`src/verilog/ecr_pkg.sv`:
```
package ecr_pkg;
   // clock and watchdog timing
   localparam int CLK_HZ       = 100_000_000;
   localparam int WD_TIMEOUT_S = 1;
   localparam int WD_CYC       = WD_TIMEOUT_S * CLK_HZ;
   // input register indices
   localparam logic [15:0] IR_ALARM  = 16'h0000;
   localparam logic [15:0] IR_POS_HI = 16'h0001;
   localparam logic [15:0] IR_POS_LO = 16'h0002;
   localparam logic [15:0] IR_RSVD   = 16'h0003;
   localparam logic [15:0] IR_BAD_HI = 16'h0004;
   localparam logic [15:0] IR_BAD_LO = 16'h0005;
   localparam logic [15:0] IR_RATE   = 16'h0006;
   localparam logic [15:0] IR_NODE   = 16'h0007;
   localparam logic [15:0] IR_SWVER  = 16'h0008;
   localparam logic [15:0] IR_HWVER  = 16'h0009;
   // holding register indices
   localparam logic [15:0] HR_PRE_HI = 16'h0004;
   localparam logic [15:0] HR_PRE_LO = 16'h0005;
   localparam logic [15:0] HR_OFS_HI = 16'h0006;
   localparam logic [15:0] HR_OFS_LO = 16'h0007;
   localparam logic [15:0] HR_CMD    = 16'h0009;
   localparam logic [15:0] HR_STATUS = 16'h000A;
   // field positions
   localparam int CMD_WD_EN  = 8;
   localparam int CMD_SAVE   = 9;
   localparam int CMD_DFLT   = 10;
   localparam int CMD_PRESET = 11;
   localparam int AL_BADPAR  = 0;
   localparam int AL_NVM     = 1;
   localparam int AL_WD      = 11;
   localparam int ST_ALARM   = 8;
   localparam int BAD_PRESET = 3;
   // reset and limit values
   localparam logic [15:0] CMD_RST    = 16'h0000;
   localparam logic [15:0] CMD_MASK   = 16'h0F00;
   localparam logic [31:0] PRESET_DEF = 32'h0000_0000;
   localparam logic [31:0] OFFSET_DEF = 32'h0000_0000;
   localparam logic [31:0] PRESET_MAX = 32'h0400_0000;
   localparam logic [7:0]  BAD_MASK   = 8'hFE;
   // version words, major:minor; values are arbitrary
   localparam logic [15:0] SW_VER = 16'h0001;
   localparam logic [15:0] HW_VER = 16'h0001;

   typedef struct packed {
      logic        write;   // 1 write, 0 read
      logic        in_reg;  // 1 input register space, 0 holding
      logic [15:0] addr;
      logic [15:0] wdata;
   } ecr_req_t;

   typedef struct packed {
      logic        err;     // unmapped index, or a write to an input or read-only holding register
      logic [15:0] rdata;
   } ecr_rsp_t;
endpackage : ecr_pkg

```
`src/verilog/ecr_regs.sv`:
```
// Summary of operation
// [RL1] command bit 8 enables/disables watchdog
// [RL2] one second silence sets alarm bit 11
// [RL3] watchdog alarm seen once traffic resumes
// [RL4] watchdog alarm self-clears when communication restored
// [RL5] bit 9 rising edge triggers save
// [RL6] bit 10 rising edge restores factory defaults
// [RL7] bit 11 rising edge captures position as offset
// [RL8] offset volatile until saved by master
// [RL9] input registers read-only, writes ignored
// [RL10] alarm bit0 bad parameter, bit1 memory fault
// [RL11] bad parameter alarm holds until fixed
// [RL12] memory fault alarm never clears
// [RL13] position signed 32-bit, sampled at request
// [RL14] input register 0x03 reserved, reads zero
// [RL15] wrong-parameter list bits 1 to 7
// [RL16] line setting reports switch code 0..8
// [RL17] node address reports switch setting
// [RL18] versions: major high byte, minor low
// [RL19] position = raw + preset - offset
// [RL20] status bit 8 shows any alarm
// [RL21] command bits kept, act on rising edge
module ecr_regs #(
   parameter int WD_TIMEOUT_CYC = ecr_pkg::WD_CYC
) (
   input  wire logic             i_clk,
   input  wire logic             i_rstn,
   input  wire logic             i_req_valid,
   input  wire ecr_pkg::ecr_req_t i_req,
   input  wire logic             i_msg_rx,
   input  wire logic [31:0]      i_raw_pos,
   input  wire logic [7:0]       i_param_bad,
   input  wire logic             i_nvm_fault,
   input  wire logic [3:0]       i_sw_rate,
   input  wire logic [7:0]       i_sw_node,
   output logic                  o_rsp_valid,
   output ecr_pkg::ecr_rsp_t     o_rsp,
   output logic                  o_save_req,
   output logic                  o_load_dflt,
   output logic                  o_wd_enable,
   output logic                  o_alarm_active
);
   import ecr_pkg::*;

   ////////////////////////////////////////////////////////////////////////
   // switch synchronisers, pins are asynchronous
   logic [11:0] sw_meta_q;
   logic [11:0] sw_sync_q;

   always_ff @(posedge i_clk or negedge i_rstn) begin
      if (!i_rstn) begin
         sw_meta_q <= 12'h000;
         sw_sync_q <= 12'h000;
      end else begin
         sw_meta_q <= {i_sw_node, i_sw_rate};
         sw_sync_q <= sw_meta_q;
      end
   end

   ////////////////////////////////////////////////////////////////////////
   // register state
   logic [15:0] cmd_q, cmd_d;
   logic [31:0] preset_q, preset_d;
   logic [31:0] offset_q, offset_d;
   logic [31:0] pos_lat_q, pos_lat_d;
   logic        nvm_q, nvm_d;
   logic        wd_al_q, wd_al_d;
   logic        wd_seen_q, wd_seen_d;
   logic [31:0] wd_cnt_q, wd_cnt_d;
   logic        rsp_v_q, rsp_v_d;
   ecr_rsp_t    rsp_q, rsp_d;
   logic        save_q, save_d;
   logic        dflt_q, dflt_d;
   logic        alarm_q, alarm_d;

   logic        wr_hold;
   logic        rd_req;
   logic [15:0] rise;
   logic [31:0] pos_now;
   logic [7:0]  bad_list;
   logic [15:0] alarm_word;
   logic        wd_expire;

   // reported position, signed wrap arithmetic
   assign pos_now = i_raw_pos + preset_q - offset_q;  // [RL19]
   assign wr_hold = i_req_valid && i_req.write && !i_req.in_reg;
   assign rd_req  = i_req_valid && !i_req.write;
   // edges against the retained command value
   assign rise = wr_hold && i_req.addr == HR_CMD
                 ? (i_req.wdata & ~cmd_q & CMD_MASK) : 16'h0000;  // [RL21]
   // outside checker flags items live, so bits fall once fixed
   always_comb begin
      bad_list = i_param_bad & BAD_MASK;  // [RL15]
      bad_list[BAD_PRESET] = i_param_bad[BAD_PRESET] || preset_q > PRESET_MAX;
   end

   always_comb begin
      alarm_word = 16'h0000;
      alarm_word[AL_BADPAR] = |bad_list;  // [RL10] [RL11]
      alarm_word[AL_NVM]    = nvm_q;      // [RL10]
      alarm_word[AL_WD]     = wd_al_q;
   end

   ////////////////////////////////////////////////////////////////////////
   // watchdog: counts silence, reloaded by every frame
   assign wd_expire = cmd_q[CMD_WD_EN] && wd_cnt_q == 32'(WD_TIMEOUT_CYC - 1);

   always_comb begin
      wd_cnt_d  = wd_cnt_q;
      wd_al_d   = wd_al_q;
      wd_seen_d = wd_seen_q;
      // park one past the limit so a gap yields a single timeout event,
      // otherwise the first frame after silence would re-arm the alarm
      if (!cmd_q[CMD_WD_EN] || i_msg_rx) begin
         wd_cnt_d = 32'h0000_0000;  // [RL1]
      end else if (wd_cnt_q != 32'(WD_TIMEOUT_CYC)) begin
         wd_cnt_d = wd_cnt_q + 32'h0000_0001;
      end
      // first frame after silence still reports the alarm
      if (i_msg_rx && wd_al_q) begin
         if (wd_seen_q) begin
            wd_al_d   = 1'b0;  // [RL4]
            wd_seen_d = 1'b0;
         end else begin
            wd_seen_d = 1'b1;  // [RL3]
         end
      end
      // a timeout outranks a clear in the same cycle
      if (wd_expire) begin
         wd_al_d   = 1'b1;  // [RL2]
         wd_seen_d = 1'b0;
      end
   end

   ////////////////////////////////////////////////////////////////////////
   // holding writes, commands and parameter store
   always_comb begin
      cmd_d    = cmd_q;
      preset_d = preset_q;
      offset_d = offset_q;
      save_d   = rise[CMD_SAVE];  // [RL5]
      dflt_d   = rise[CMD_DFLT];
      // fault is sticky, only reset clears it
      nvm_d    = nvm_q || i_nvm_fault;  // [RL12]
      if (wr_hold) begin
         case (i_req.addr)
            HR_CMD:    cmd_d = i_req.wdata & CMD_MASK;  // [RL1] [RL21]
            HR_PRE_HI: preset_d[31:16] = i_req.wdata;
            HR_PRE_LO: preset_d[15:0]  = i_req.wdata;
            default:   cmd_d = cmd_q;  // offset only moves by command
         endcase
      end
      // capture offset from the raw count so reported equals preset
      if (rise[CMD_PRESET]) begin
         offset_d = i_raw_pos;  // [RL7] [RL8]
      end
      // defaults override anything written alongside
      if (rise[CMD_DFLT]) begin
         preset_d = PRESET_DEF;  // [RL6]
         offset_d = OFFSET_DEF;
      end
   end

   ////////////////////////////////////////////////////////////////////////
   // read mux; input writes are answered but change nothing
   always_comb begin
      rsp_v_d   = i_req_valid;
      rsp_d     = '0;
      pos_lat_d = pos_lat_q;
      alarm_d   = |alarm_word;  // [RL20]
      if (rd_req && i_req.in_reg) begin
         case (i_req.addr)
            IR_ALARM:  rsp_d.rdata = alarm_word;
            IR_POS_HI: begin
               pos_lat_d   = pos_now;  // [RL13]
               rsp_d.rdata = pos_now[31:16];
            end
            IR_POS_LO: rsp_d.rdata = pos_lat_q[15:0];  // [RL13]
            IR_RSVD:   rsp_d.rdata = 16'h0000;  // [RL14]
            IR_BAD_HI: rsp_d.rdata = 16'h0000;
            IR_BAD_LO: rsp_d.rdata = {8'h00, bad_list};  // [RL15]
            IR_RATE:   rsp_d.rdata = {12'h000, sw_sync_q[3:0]};  // [RL16]
            IR_NODE:   rsp_d.rdata = {8'h00, sw_sync_q[11:4]};  // [RL17]
            IR_SWVER:  rsp_d.rdata = SW_VER;  // [RL18]
            IR_HWVER:  rsp_d.rdata = HW_VER;  // [RL18]
            default:   rsp_d.err = 1'b1;
         endcase
      end else if (rd_req) begin
         case (i_req.addr)
            HR_PRE_HI: rsp_d.rdata = preset_q[31:16];
            HR_PRE_LO: rsp_d.rdata = preset_q[15:0];
            HR_OFS_HI: rsp_d.rdata = offset_q[31:16];
            HR_OFS_LO: rsp_d.rdata = offset_q[15:0];
            HR_CMD:    rsp_d.rdata = cmd_q;
            HR_STATUS: rsp_d.rdata[ST_ALARM] = |alarm_word;  // [RL20]
            default:   rsp_d.err = 1'b1;
         endcase
      end else if (i_req_valid && i_req.in_reg) begin
         rsp_d.err = 1'b1;  // [RL9]
      end else if (i_req_valid) begin
         case (i_req.addr)
            HR_CMD, HR_PRE_HI, HR_PRE_LO: rsp_d.err = 1'b0;
            default:                      rsp_d.err = 1'b1;
         endcase
      end
   end

   ////////////////////////////////////////////////////////////////////////
   // state registers
   always_ff @(posedge i_clk or negedge i_rstn) begin
      if (!i_rstn) begin
         cmd_q     <= CMD_RST;
         preset_q  <= PRESET_DEF;
         offset_q  <= OFFSET_DEF;
         pos_lat_q <= 32'h0000_0000;
         nvm_q     <= 1'b0;
         wd_al_q   <= 1'b0;
         wd_seen_q <= 1'b0;
         wd_cnt_q  <= 32'h0000_0000;
         rsp_v_q   <= 1'b0;
         rsp_q     <= '0;
         save_q    <= 1'b0;
         dflt_q    <= 1'b0;
         alarm_q   <= 1'b0;
      end else begin
         cmd_q     <= cmd_d;
         preset_q  <= preset_d;
         offset_q  <= offset_d;
         pos_lat_q <= pos_lat_d;
         nvm_q     <= nvm_d;
         wd_al_q   <= wd_al_d;
         wd_seen_q <= wd_seen_d;
         wd_cnt_q  <= wd_cnt_d;
         rsp_v_q   <= rsp_v_d;
         rsp_q     <= rsp_d;
         save_q    <= save_d;
         dflt_q    <= dflt_d;
         alarm_q   <= alarm_d;
      end
   end

   // all outputs straight from flops
   assign o_rsp_valid    = rsp_v_q;
   assign o_rsp          = rsp_q;
   assign o_save_req     = save_q;
   assign o_load_dflt    = dflt_q;
   assign o_wd_enable    = cmd_q[CMD_WD_EN];
   assign o_alarm_active = alarm_q;
endmodule : ecr_regs

```
`config.mk`:
```
export PLATFORM = sky130hd
export DESIGN_NAME = ecr_regs
export DESIGN_NICKNAME = d
export VERILOG_FILES = /design/src/verilog/ecr_pkg.sv /design/src/verilog/ecr_regs.sv
export SDC_FILE = /design/constraint.sdc
export NUM_CORES = 1
export LEC_CHECK = 0
export BUFFER_PORTS_ARGS = -buffer_cell sky130_fd_sc_hd__buf_2
export CAP_MARGIN = 40
export CORE_UTILIZATION = 45
export DETAILED_ROUTE_END_ITERATION = 10
export SLEW_MARGIN = 20
export SYNTH_ARGS = -nofsm -noshare
export SYNTH_HDL_FRONTEND = slang
export SYNTH_SLANG_ARGS = --single-unit
```
`constraint.sdc`:
```
create_clock -name i_clk -period 3.5 [get_ports i_clk]
set_input_delay 0.525 -clock i_clk [delete_from_list [all_inputs] [get_ports i_clk]]
set_output_delay 0.525 -clock i_clk [all_outputs]
set_load 0.03 [all_outputs]
```
-- Word-level counts from Yosys, hierarchy flattened
Cells that the tools add are included.
- bits of input ports: 91
- output and inout bits: 22
- logic and storage cells: 95
- flip-flop bits (word level): 164
- reductions and logical operators: 33
- bitwise logic cells: 2
- magnitude comparators: 1
- muxes and demuxes: 27
- equal/unequal tests: 12
- add/subtract/negate cells: 3
- operator list (cell ; number):
    $mux W32 ; 6
    $pmux W16 S7 ; 1
    $eq A16 B3 Y1 const B ; 4
    $eq A16 B4 Y1 const B ; 3
    $mux W16 ; 3
    $pmux W7 S5 ; 1
    $add A32 B1 Y32 const B ; 1
    $add A32 B32 Y32 ; 1
    $eq A16 B2 Y1 const B ; 2
    $eq A32 B27 Y1 const B ; 1
    $gt A32 B27 Y1 const B ; 1
    $ne A32 B27 Y1 const B ; 1
    $pmux W8 S4 ; 1
    $sub A32 B32 Y32 ; 1
    $mux W17 ; 1
    $eq A16 B1 Y1 const B ; 1
    $logic_not A16 Y1 ; 1
    $reduce_bool A2 Y1 ; 7
    $and A12 B12 Y12 ; 1
    $mux W1 ; 12
    $mux W12 ; 1
    $not A12 Y12 ; 1
    $reduce_and A2 Y1 ; 5
    $reduce_or A10 Y1 ; 1
    9 further kinds ; 20

-- Depth between registers and ports, before layout
Gate-level depths: netlist of run 1.
- depth in word-level cells: 7
- depth in mapped cells: 16
- depth with buffers taken out: 16

-- Least setup slack after synthesis of run 1
No wires, ideal clock.
- path kind: input to register
- start: in i_raw_pos[8]
- end: reg rsp_q, in the netlist o_rsp[5]
- data required time: 3424 ps
- stages on the path: 14
- slack: 240 ps
- library setup time: 76 ps
- buffers on the path: 0
- arrival: 3184 ps
- path through: inv_1 > fa_1 > inv_1 > ha_1 > a21oi_1 > o22ai_1 > a211o_1 > a21o_1 > a41oi_2 > o21a_1 > o21ai_1 > a2111oi_0 > a31oi_1 > o21ai_1
- RTL lines (element ; line ; source):
    start, declared ; ecr_regs.sv:31 ; input wire logic [31:0] i_raw_pos,
    end signal, assigned ; ecr_regs.sv:235 ; rsp_q <= rsp_d;
    end, declared ; ecr_regs.sv:71 ; ecr_rsp_t rsp_q, rsp_d;

==> results.tsv, run 1 <==
metric	value	unit
finalWirelength	27000	um
rsz0062_at_grt	no	
yosys-mux-area-fraction	0.0509	
synth_cell_type_count	74	
final_max_slew_viol_count	0	
wl_per_cell	18.5	um
finalCritPeriodShare	0.967	
nFillCells	1970	
cp.arrival	3.64	ns
synth_fa_ha_area_frac	0.108	
io_pins	113	
worst_slew_margin_rel	0.425	
drv_cap	0	
p_leak	5.64	nW
ys_ff_latch	164	
whs	0.183	ns
outcome	finished, final reports clean	
worst_pin_slew	0.857	ns
die_area	22200	um^2
grt_max_degree	83	
io_buffers	111	
cp.required	3.75	ns
antenna_found_initial	0	
yosysWarnings	0	
period_minus_slack	3.39	ns
grt_pass1_vias	7795	
gp_congestion	0.907	
setup_violations	0	
synth_xor_area_frac	0.0487	
final_common_cell	dfrtp_1	
cts_tree	yes	
h-tree-depth	4	
core_area	21100	um^2
path_class	reg2reg	
crit_fanout	4	
fmax	295	MHz
initial_core_util	0.461	
synth_cells	1004	
drt_iter0_markers	427	
fin_nets	1328	
fp.dieH	149	um
clk_pin_slew	0.08	ns
cts.sinks	164	
skew	0.0129	ns
diodes	0	
syn_to_final_growth	20.7	%
start_kind	register	
cts_buffers	17	
ys_top_cells_by_area	dfrtp_1 (42%), fa_1 (6.4%), inv_1 (5.4%)	
async_flop_share	1.00	
instances_no_fill	1460	
grt_pass1_wl	42800	um
mostFrequentLayoutCells	dfrtp_1 (164), inv_1 (139), buf_2 (110)	
synth_compound_area_frac	0.156	
cpMaxStageDelayCell	fa_1	
ir_drop	0.267	mV
fp.dieW	149	um
hold_violations	0	
drcViolationCount	0	
crit_chain	fa_1, inv_1, ha_1, nand4_1, o22ai_1, a211o_1, a21o_1, a41oi_1, or2_4, o311a_1, xnor2_1, o221ai_1	
synth-simple-area-share	0.146	
rows	53	
grt_use_total	0.257	
syn_avg_cell_area	9.68	um^2
root_buffer	clkbuf_16	
postSynthNetCount	1160	
drt_pass1_iterations	5	
grt_overflow	0	
vias	7978	
drive_gt1_frac	0.230	
cts_buffer_depth	2	
setup-tns-final	0	ns
synth_top_family_by_area	compound AO/OA/AOI/OAI gates	
place_inst	1426	
critPathMaxStageDelay	0.50	ns
total_power	4.44	mW
clock_latency	0.44	ns
power_density	379	nW/um^2
via_per_inst	5.46	
synth_top_area_cell	dfrtp_1	
syn-cell-area	9720	um^2
synth_top_area_frac	0.422	
synth-edff-count	0	
endpoint_kind	register	
ys_seq_area_frac	0.422	
hold_path.class	in2reg	
hpwlAfterDp	20700	um
ys.flop_type	dfrtp_1	
final_antenna_net_count	0	
[layout make-up]
cell class                 count  area, um^2  share of cell area
timing repair buffer         183        1140              0.0970
inverter                     140         526              0.0448
tap                          275         344              0.0293
multi-input combinational    666        5010               0.427
clock buffer                  17         425              0.0363
sequential                   164        4100               0.350
clock inverter                15         186              0.0159
[flip-flops by register name, indices dropped and copies added, names as in the netlist]
name and count:
offset_q 32, preset_q 32, wd_cnt_q 32, o_rsp 17
pos_lat_q 16, sw_meta_q 12, sw_sync_q 12, cmd_q 4
nvm_q 1, o_alarm_active 1, o_load_dflt 1, o_rsp_valid 1
o_save_req 1, wd_al_q 1, wd_seen_q 1
[worst max-delay path: cells and delay by family, from the launching register on]
kind / cells / cell delay (ns)
AOI/OAI and AO/OA: 6 / 1.21
xor gates and xnor gates: 1 / 0.20
adders and majority gates: 2 / 0.82
buffers and inverters: 1 / 0.04
DFF: 1 / 0.45
and+or+nand+nor: 2 / 0.45
[cells by family (layout without fill, tap and decap cells)]
group / Yosys count / in the layout
AOI/OAI and AO/OA: 230 / 230
DFF: 164 / 164
xor gates and xnor gates: 54 / 54
buffers and inverters: 174 / 355
and+or+nand+nor: 285 / 285
muxes: 32 / 32
adders and majority gates: 65 / 65
[timing repair]
action,CTS,global route
gates resized for setup,0,12
hold buffers,0,1
buffers inserted,0,0
hold endpoints to repair,0,7
setup endpoints to repair,0,12
[Yosys cell counts, drive strengths merged, types with 4 or more instances]
cell      n
dfrtp   164
inv     140
nand2   109
o21ai    81
nor2     64
a21oi    52
ha       34
a22o     32
fa       31
xor2     30
clkbuf   27
nand3    27
xnor2    24
nor4     15
mux4     13
a21o     11
a22oi    10
mux2i    10
mux2      9
nor3      9
or3       9
o221ai    8
and3      7
buf       7
nand2b    7
nor2b     7
and2      6
a221oi    5
nand4     5
nor3b     5
a31oi     4
[power breakdown]
part / internal, mW / leakage, nW / switching (mW) / total [mW]
logic: 0.258 / 3.13 / 0.334 / 0.592
registers: 1.91 / 2.22 / 0.00530 / 1.91
clock network: 0.971 / 0.290 / 0.967 / 1.94
[metrics by stage]
step / worst slack, ns / cell area, um^2 / util
floorplan: 0.240 / 9720 / -
global placement: -0.225 / 11000 / 0.523
detailed placement: -0.237 / 11000 / 0.523
CTS: 0.0403 / 11600 / 0.552
global route: 0.00969 / 11700 / 0.556
finish: 0.115 / 11700 / 0.556
[per-layer routing]
metal  vias up  wire, um  GRT usage
met5         -         0          0
met4         0       820      0.106
met3        45      1380     0.0431
met2       225     12200      0.390
met1      3937     12600      0.365
li1       3771         -          -
[path summary, 6_finish.rpt]
kind,from,to,slack (ns),depth (start not counted)
worst max-delay path,offset_q[8],o_rsp[11],0.11,12
worst min-delay path,i_sw_node[6],sw_meta_q[10],0.18,1
worst max register to register,offset_q[8],o_rsp[11],0.11,12
worst min register to register,sw_meta_q[0],sw_sync_q[0],0.34,0
max in group asynchronous,i_rstn,preset_q[0],2.07,4
min in group asynchronous,i_rstn,sw_sync_q[4],0.44,2
(Power assumes the default switching activity.)
==> run 2, diff against run 1 <==
--- a/config.mk
+++ b/config.mk
@@ -6,9 +6,8 @@
 export NUM_CORES = 1
 export LEC_CHECK = 0
-export BUFFER_PORTS_ARGS = -buffer_cell sky130_fd_sc_hd__buf_2
 export CAP_MARGIN = 40
 export CORE_UTILIZATION = 45
 export DETAILED_ROUTE_END_ITERATION = 10
-export SLEW_MARGIN = 20
+export DONT_BUFFER_PORTS = 1
 export SYNTH_ARGS = -nofsm -noshare
 export SYNTH_HDL_FRONTEND = slang
==> constraint.sdc (replaced) <==
create_clock -name i_clk -period 3.5 [get_ports i_clk]
set_input_delay 0.525 -clock i_clk [delete_from_list [all_inputs] [get_ports i_clk]]
set_output_delay 0.525 -clock i_clk [all_outputs]
set_load 0.1 [all_outputs]
==> run 2 against run 1 <==
- critical endpoint is now o_rsp[3]
- combinational power is 21% lower
- utilization is 3.0 points lower
- the run now ends with hold timing left
- critical path depth is 1 higher
- via count is 6.6% lower
- worst setup slack better by 0.019 ns
- highest routed layer is now met5
- sequential power hardly changed
- total power is 4.4% lower
- clock skew is 0.0048 ns lower
==> results.tsv, run 2 (synthesis gave the netlist of run 1 again) <==
metric	value	unit
critPathMaxStageDelay	0.49	ns
period_minus_slack	3.37	ns
nFillCells	1943	
skew	0.00810	ns
r2r_slack	0.13	ns
wl_per_cell	19.5	um
r2r_start	offset_q[6]	
place_inst	1303	
endpoint_kind	register	
clock_latency	0.44	ns
drv_cap	0	
outcome	complete, but fails checks	
drt_pass1_iterations	5	
power_density	382	nW/um^2
final_antenna_net_count	0	
worst_slew_margin_rel	0.404	
fmax	297	MHz
r2r_end	o_rsp[3]	
final_max_slew_viol_count	0	
via_per_inst	5.56	
setup_violations	0	
hold_path.class	in2async	
drive_gt1_frac	0.149	
initial_core_util	0.461	
cp.required	3.76	ns
antenna_found_initial	1	
gp_congestion	0.957	
grt_pass1_vias	7300	
fp.dieW	149	um
cts_buffer_depth	2	
instances_no_fill	1340	
cts_tree	yes	
setup-tns-final	0	ns
design_area	11100	um^2
crit_fanout	3	
die_area	22200	um^2
finalWorstSetupSlack	0.133	ns
p_leak	5.12	nW
grt_overflow	0	
fp.dieH	149	um
rsz0062_at_grt	yes	
syn_to_final_growth	14.3	%
hold_violations	164	
rows	53	
path_class	reg2reg	
finalWirelength	26200	um
h-tree-depth	4	
io_pins	113	
placed_area	10400	um^2
vias	7453	
crit_buf_inv	2	
drcViolationCount	0	
top_regs	offset_q: 32 flops, preset_q: 32 flops, wd_cnt_q: 32 flops	
critPathTopFamily	compound AO/OA/AOI/OAI gates	
drt_iter0_markers	411	
core_area	21100	um^2
crit_chain	fa_1, inv_1, ha_1, a21oi_2, o22ai_1, a211o_1, a21o_1, a41oi_2, o21a_1, o21ai_1, buf_4, xnor2_1, o221ai_1	
reg2reg_depth	13	
cts.sinks	164	
hpwlAfterDp	19600	um
dp_slack	-0.143	ns
mostFrequentLayoutCells	dfrtp_1 (163), inv_1 (139), nand2_1 (108)	
finalCritPeriodShare	0.962	
cp.arrival	3.63	ns
clk_pin_slew	0.07	ns
final_common_cell	dfrtp_1	
root_buffer	clkbuf_16	
worst_pin_slew	0.894	ns
cpMaxStageDelayCell	fa_1	
cts_buffers	17	
violations	hold timing	
ir_drop	0.304	mV
start_kind	register	
io_buffers	0	
fin_nets	1207	
grt_use_total	0.247	
whs	-0.208	ns
grt_max_degree	165	
grt_pass1_wl	40800	um
==> run 2: cell count changes in the layout (fill, tap and decap cells not counted), moves of 2 or more <==
cell,previous run,this run
buf_2,110,0
buf_4,69,61
ha_1,34,31
ha_4,0,3
clkinv_8,6,4
inv_6,1,3
==> run 2: through the flow <==
step           power (mW)  utilization
6_report             4.25        0.527
5_1_grt              4.43        0.527
4_1_cts              4.27        0.520
3_5_place_dp         2.39        0.492
3_3_place_gp         2.39        0.492
2_1_floorplan        2.28            -
==> run 2: per-layer routing <==
metal	wire length, um	GRT usage
met3	1940	0.0621
met1	11300	0.332
met5	13	0
met2	12200	0.382
met4	746	0.0980
==> run 2: what timing repair did <==
item / in CTS / in global routing
resized for setup: 0 / 18
buffers inserted: 0 / 4
endpoints found under the hold margin: 164 / 164
setup endpoints to repair: 0 / 12
==> run 2: worst max path at each step <==
stage | startpoint | end | cells after the start | slack, ns
after floorplan | i_raw_pos[8] | o_rsp[5] | 14 | 0.24
after global placement | i_raw_pos[2] | o_rsp[4] | 16 | -0.14
after detailed placement | i_raw_pos[2] | o_rsp[4] | 16 | -0.14
after CTS | preset_q[1] | o_rsp[14] | 14 | 0.009
after global routing | offset_q[6] | o_rsp[5] | 14 | -0.006
final | offset_q[6] | o_rsp[3] | 13 | 0.13
==> run 2: cell type report <==
type / count / area, um^2 / area share
Timing Repair Buffer: 62 / 478 / 0.0430
Tap cell: 275 / 344 / 0.0310
Clock buffer: 17 / 425 / 0.0383
Inverter: 140 / 526 / 0.0473
Antenna cell: 1 / 2.50 / 0.000225
Sequential cell: 164 / 4110 / 0.370
Multi-Input combinational cell: 666 / 5060 / 0.456
Clock inverter: 15 / 165 / 0.0149
==> run 2: power breakdown <==
group / leakage [nW] / total [mW] / internal [mW] / switching (mW)
registers: 2.22 / 1.92 / 1.91 / 0.0143
logic: 2.61 / 0.465 / 0.216 / 0.249
clock network: 0.283 / 1.86 / 0.956 / 0.903
total: 5.12 / 4.25 / 3.08 / 1.17
==> run 3, diff against run 2 <==
Settings changed: REMOVE_ABC_BUFFERS from default to 1.
==> run 3 against run 2 <==
- the flow still finishes with violations (hold timing)
- via count down 0.34%
- fmax decreased by 1.0%
- largest cell class unchanged
- register-to-register slack worse by 0.03 ns
- wire length fell by 2.7%
- design area decreased by 0.44%
- cell count decreased by 0.75%
- non-clock buffer count fell by 9
- combinational power decreased by 5.2%
- critical path depth down 3
- worst setup slack got worse by 0.034 ns
- critical path type unchanged
- sequential power hardly changed
- clock skew grew 0.0068 ns
==> results.tsv, run 3 (synthesis gave the netlist of run 1 again) <==
metric	value	unit
clock_latency	0.44	ns
fin_nets	1198	
final-seq-area	4100	um^2
drv_cap	0	
gp_congestion	0.870	
cp.required	3.79	ns
finalCritPeriodShare	0.972	
cts_buffer_depth	2	
crit_chain	buf_4, nor4_2, nand4_1, o22ai_1, nand3_1, or4_4, or3_4, a22oi_2, a2bb2oi_2, o221ai_2	
final_max_slew_viol_count	0	
hold_path.class	in2async	
power_density	389	nW/um^2
worst_pin_slew	0.887	ns
final_common_cell	dfrtp_1	
skew	0.0149	ns
drt_iter0_markers	531	
instances_no_fill	1330	
grt_use_total	0.242	
cts_tree	yes	
hold_violations	164	
outcome	complete, but fails checks	
clk_pin_slew	0.07	ns
ir_drop	0.263	mV
cts_buffers	17	
die_area	22200	um^2
initial_core_util	0.461	
fmax	294	MHz
core_area	21100	um^2
fp.dieW	149	um
cts.sinks	164	
top_regs	offset_q: 32 flops, preset_q: 32 flops, wd_cnt_q: 32 flops	
worst_slew_margin_rel	0.405	
violations	hold timing	
grt_max_degree	165	
multi_input_area	5010	um^2
crit_fanout	3	
total_power	4.30	mW
grt_pass1_vias	7154	
critPathMaxStageDelay	0.59	ns
mostFrequentLayoutCells	dfrtp_1 (164), inv_1 (139), nand2_1 (108)	
hpwlAfterDp	18200	um
vias	7428	
endpoint_kind	register	
wl_per_cell	19.2	um
drt_pass1_iterations	5	
whs	-0.216	ns
h-tree-depth	4	
setup-tns-final	0	ns
nFillCells	1948	
fp.dieH	149	um
syn_to_final_growth	13.8	%
final_antenna_net_count	0	
period_minus_slack	3.40	ns
drcViolationCount	0	
path_class	reg2reg	
critPathTopFamily	simple AND/OR/NAND/NOR gates	
drive_gt1_frac	0.138	
grt_pass1_wl	40200	um
start_kind	register	
place_inst	1298	
io_buffers	0	
p_leak	5.09	nW
antenna_found_initial	0	
via_per_inst	5.58	
cpMaxStageDelayCell	or4_4	
grt_overflow	0	
crit_buf_inv	1	
io_pins	113	
finalWirelength	25500	um
setup_violations	0	
cp.arrival	3.69	ns
root_buffer	clkbuf_16	
rows	53	
diodes	0	
run 3: changes by cell type in the layout (fill, tap and decap cells not counted), moves of 3 or more:
cell	delta
buf_4	-12
clkinv_8	-4
ha_4	-3
buf_16	+3
run 3: what timing repair did:
action                                  in CTS  in global routing
resized for setup                            0                 15
buffers inserted                             0                  0
endpoints found under the setup margin       0                 12
hold endpoints to repair                   164                164
run 3: path summary, 6_finish.rpt:
path	from	endpoint	slack, ns	cells after the start
max reg2reg	preset_q[5]	o_rsp[8]	0.1	10
max	preset_q[5]	o_rsp[8]	0.1	10
max in group asynchronous	i_rstn	o_rsp[4]	3.49	0
min	i_rstn	wd_cnt_q[23]	-0.22	0
min in group i_clk	i_sw_node[6]	sw_meta_q[10]	0.11	0
min reg2reg	sw_meta_q[9]	sw_sync_q[9]	0.35	0
run 3: power by group:
group | switching (mW) | total [mW] | internal (mW)
registers | 0.0135 | 1.92 | 1.91
logic | 0.239 | 0.441 | 0.202
clock network | 0.855 | 1.94 | 1.08
total | 1.11 | 4.30 | 3.19
run 3: layer usage:
layer | GRT usage | part of all wire
met5 | 0 | 0
met4 | 0.0709 | 0.015
met3 | 0.0673 | 0.076
met2 | 0.356 | 0.44
met1 | 0.348 | 0.46
run 3: layout make-up:
cell class                 count  area share
clock inverter                14      0.0154
multi-input combinational    666       0.453
sequential                   164       0.371
clock buffer                  18      0.0388
inverter                     140      0.0475
tap                          275      0.0311
timing repair buffer          53      0.0425
run 3: stage by stage:
step	instance area [um^2]	worst slack (ns)	utilization
after floorplan	9570	0.224	-
after global placement	10300	-0.0683	0.489
after detailed placement	10400	-0.0652	0.493
after CTS	11000	0.0861	0.522
after global routing	11100	-0.0213	0.524
final	11100	0.0992	0.524
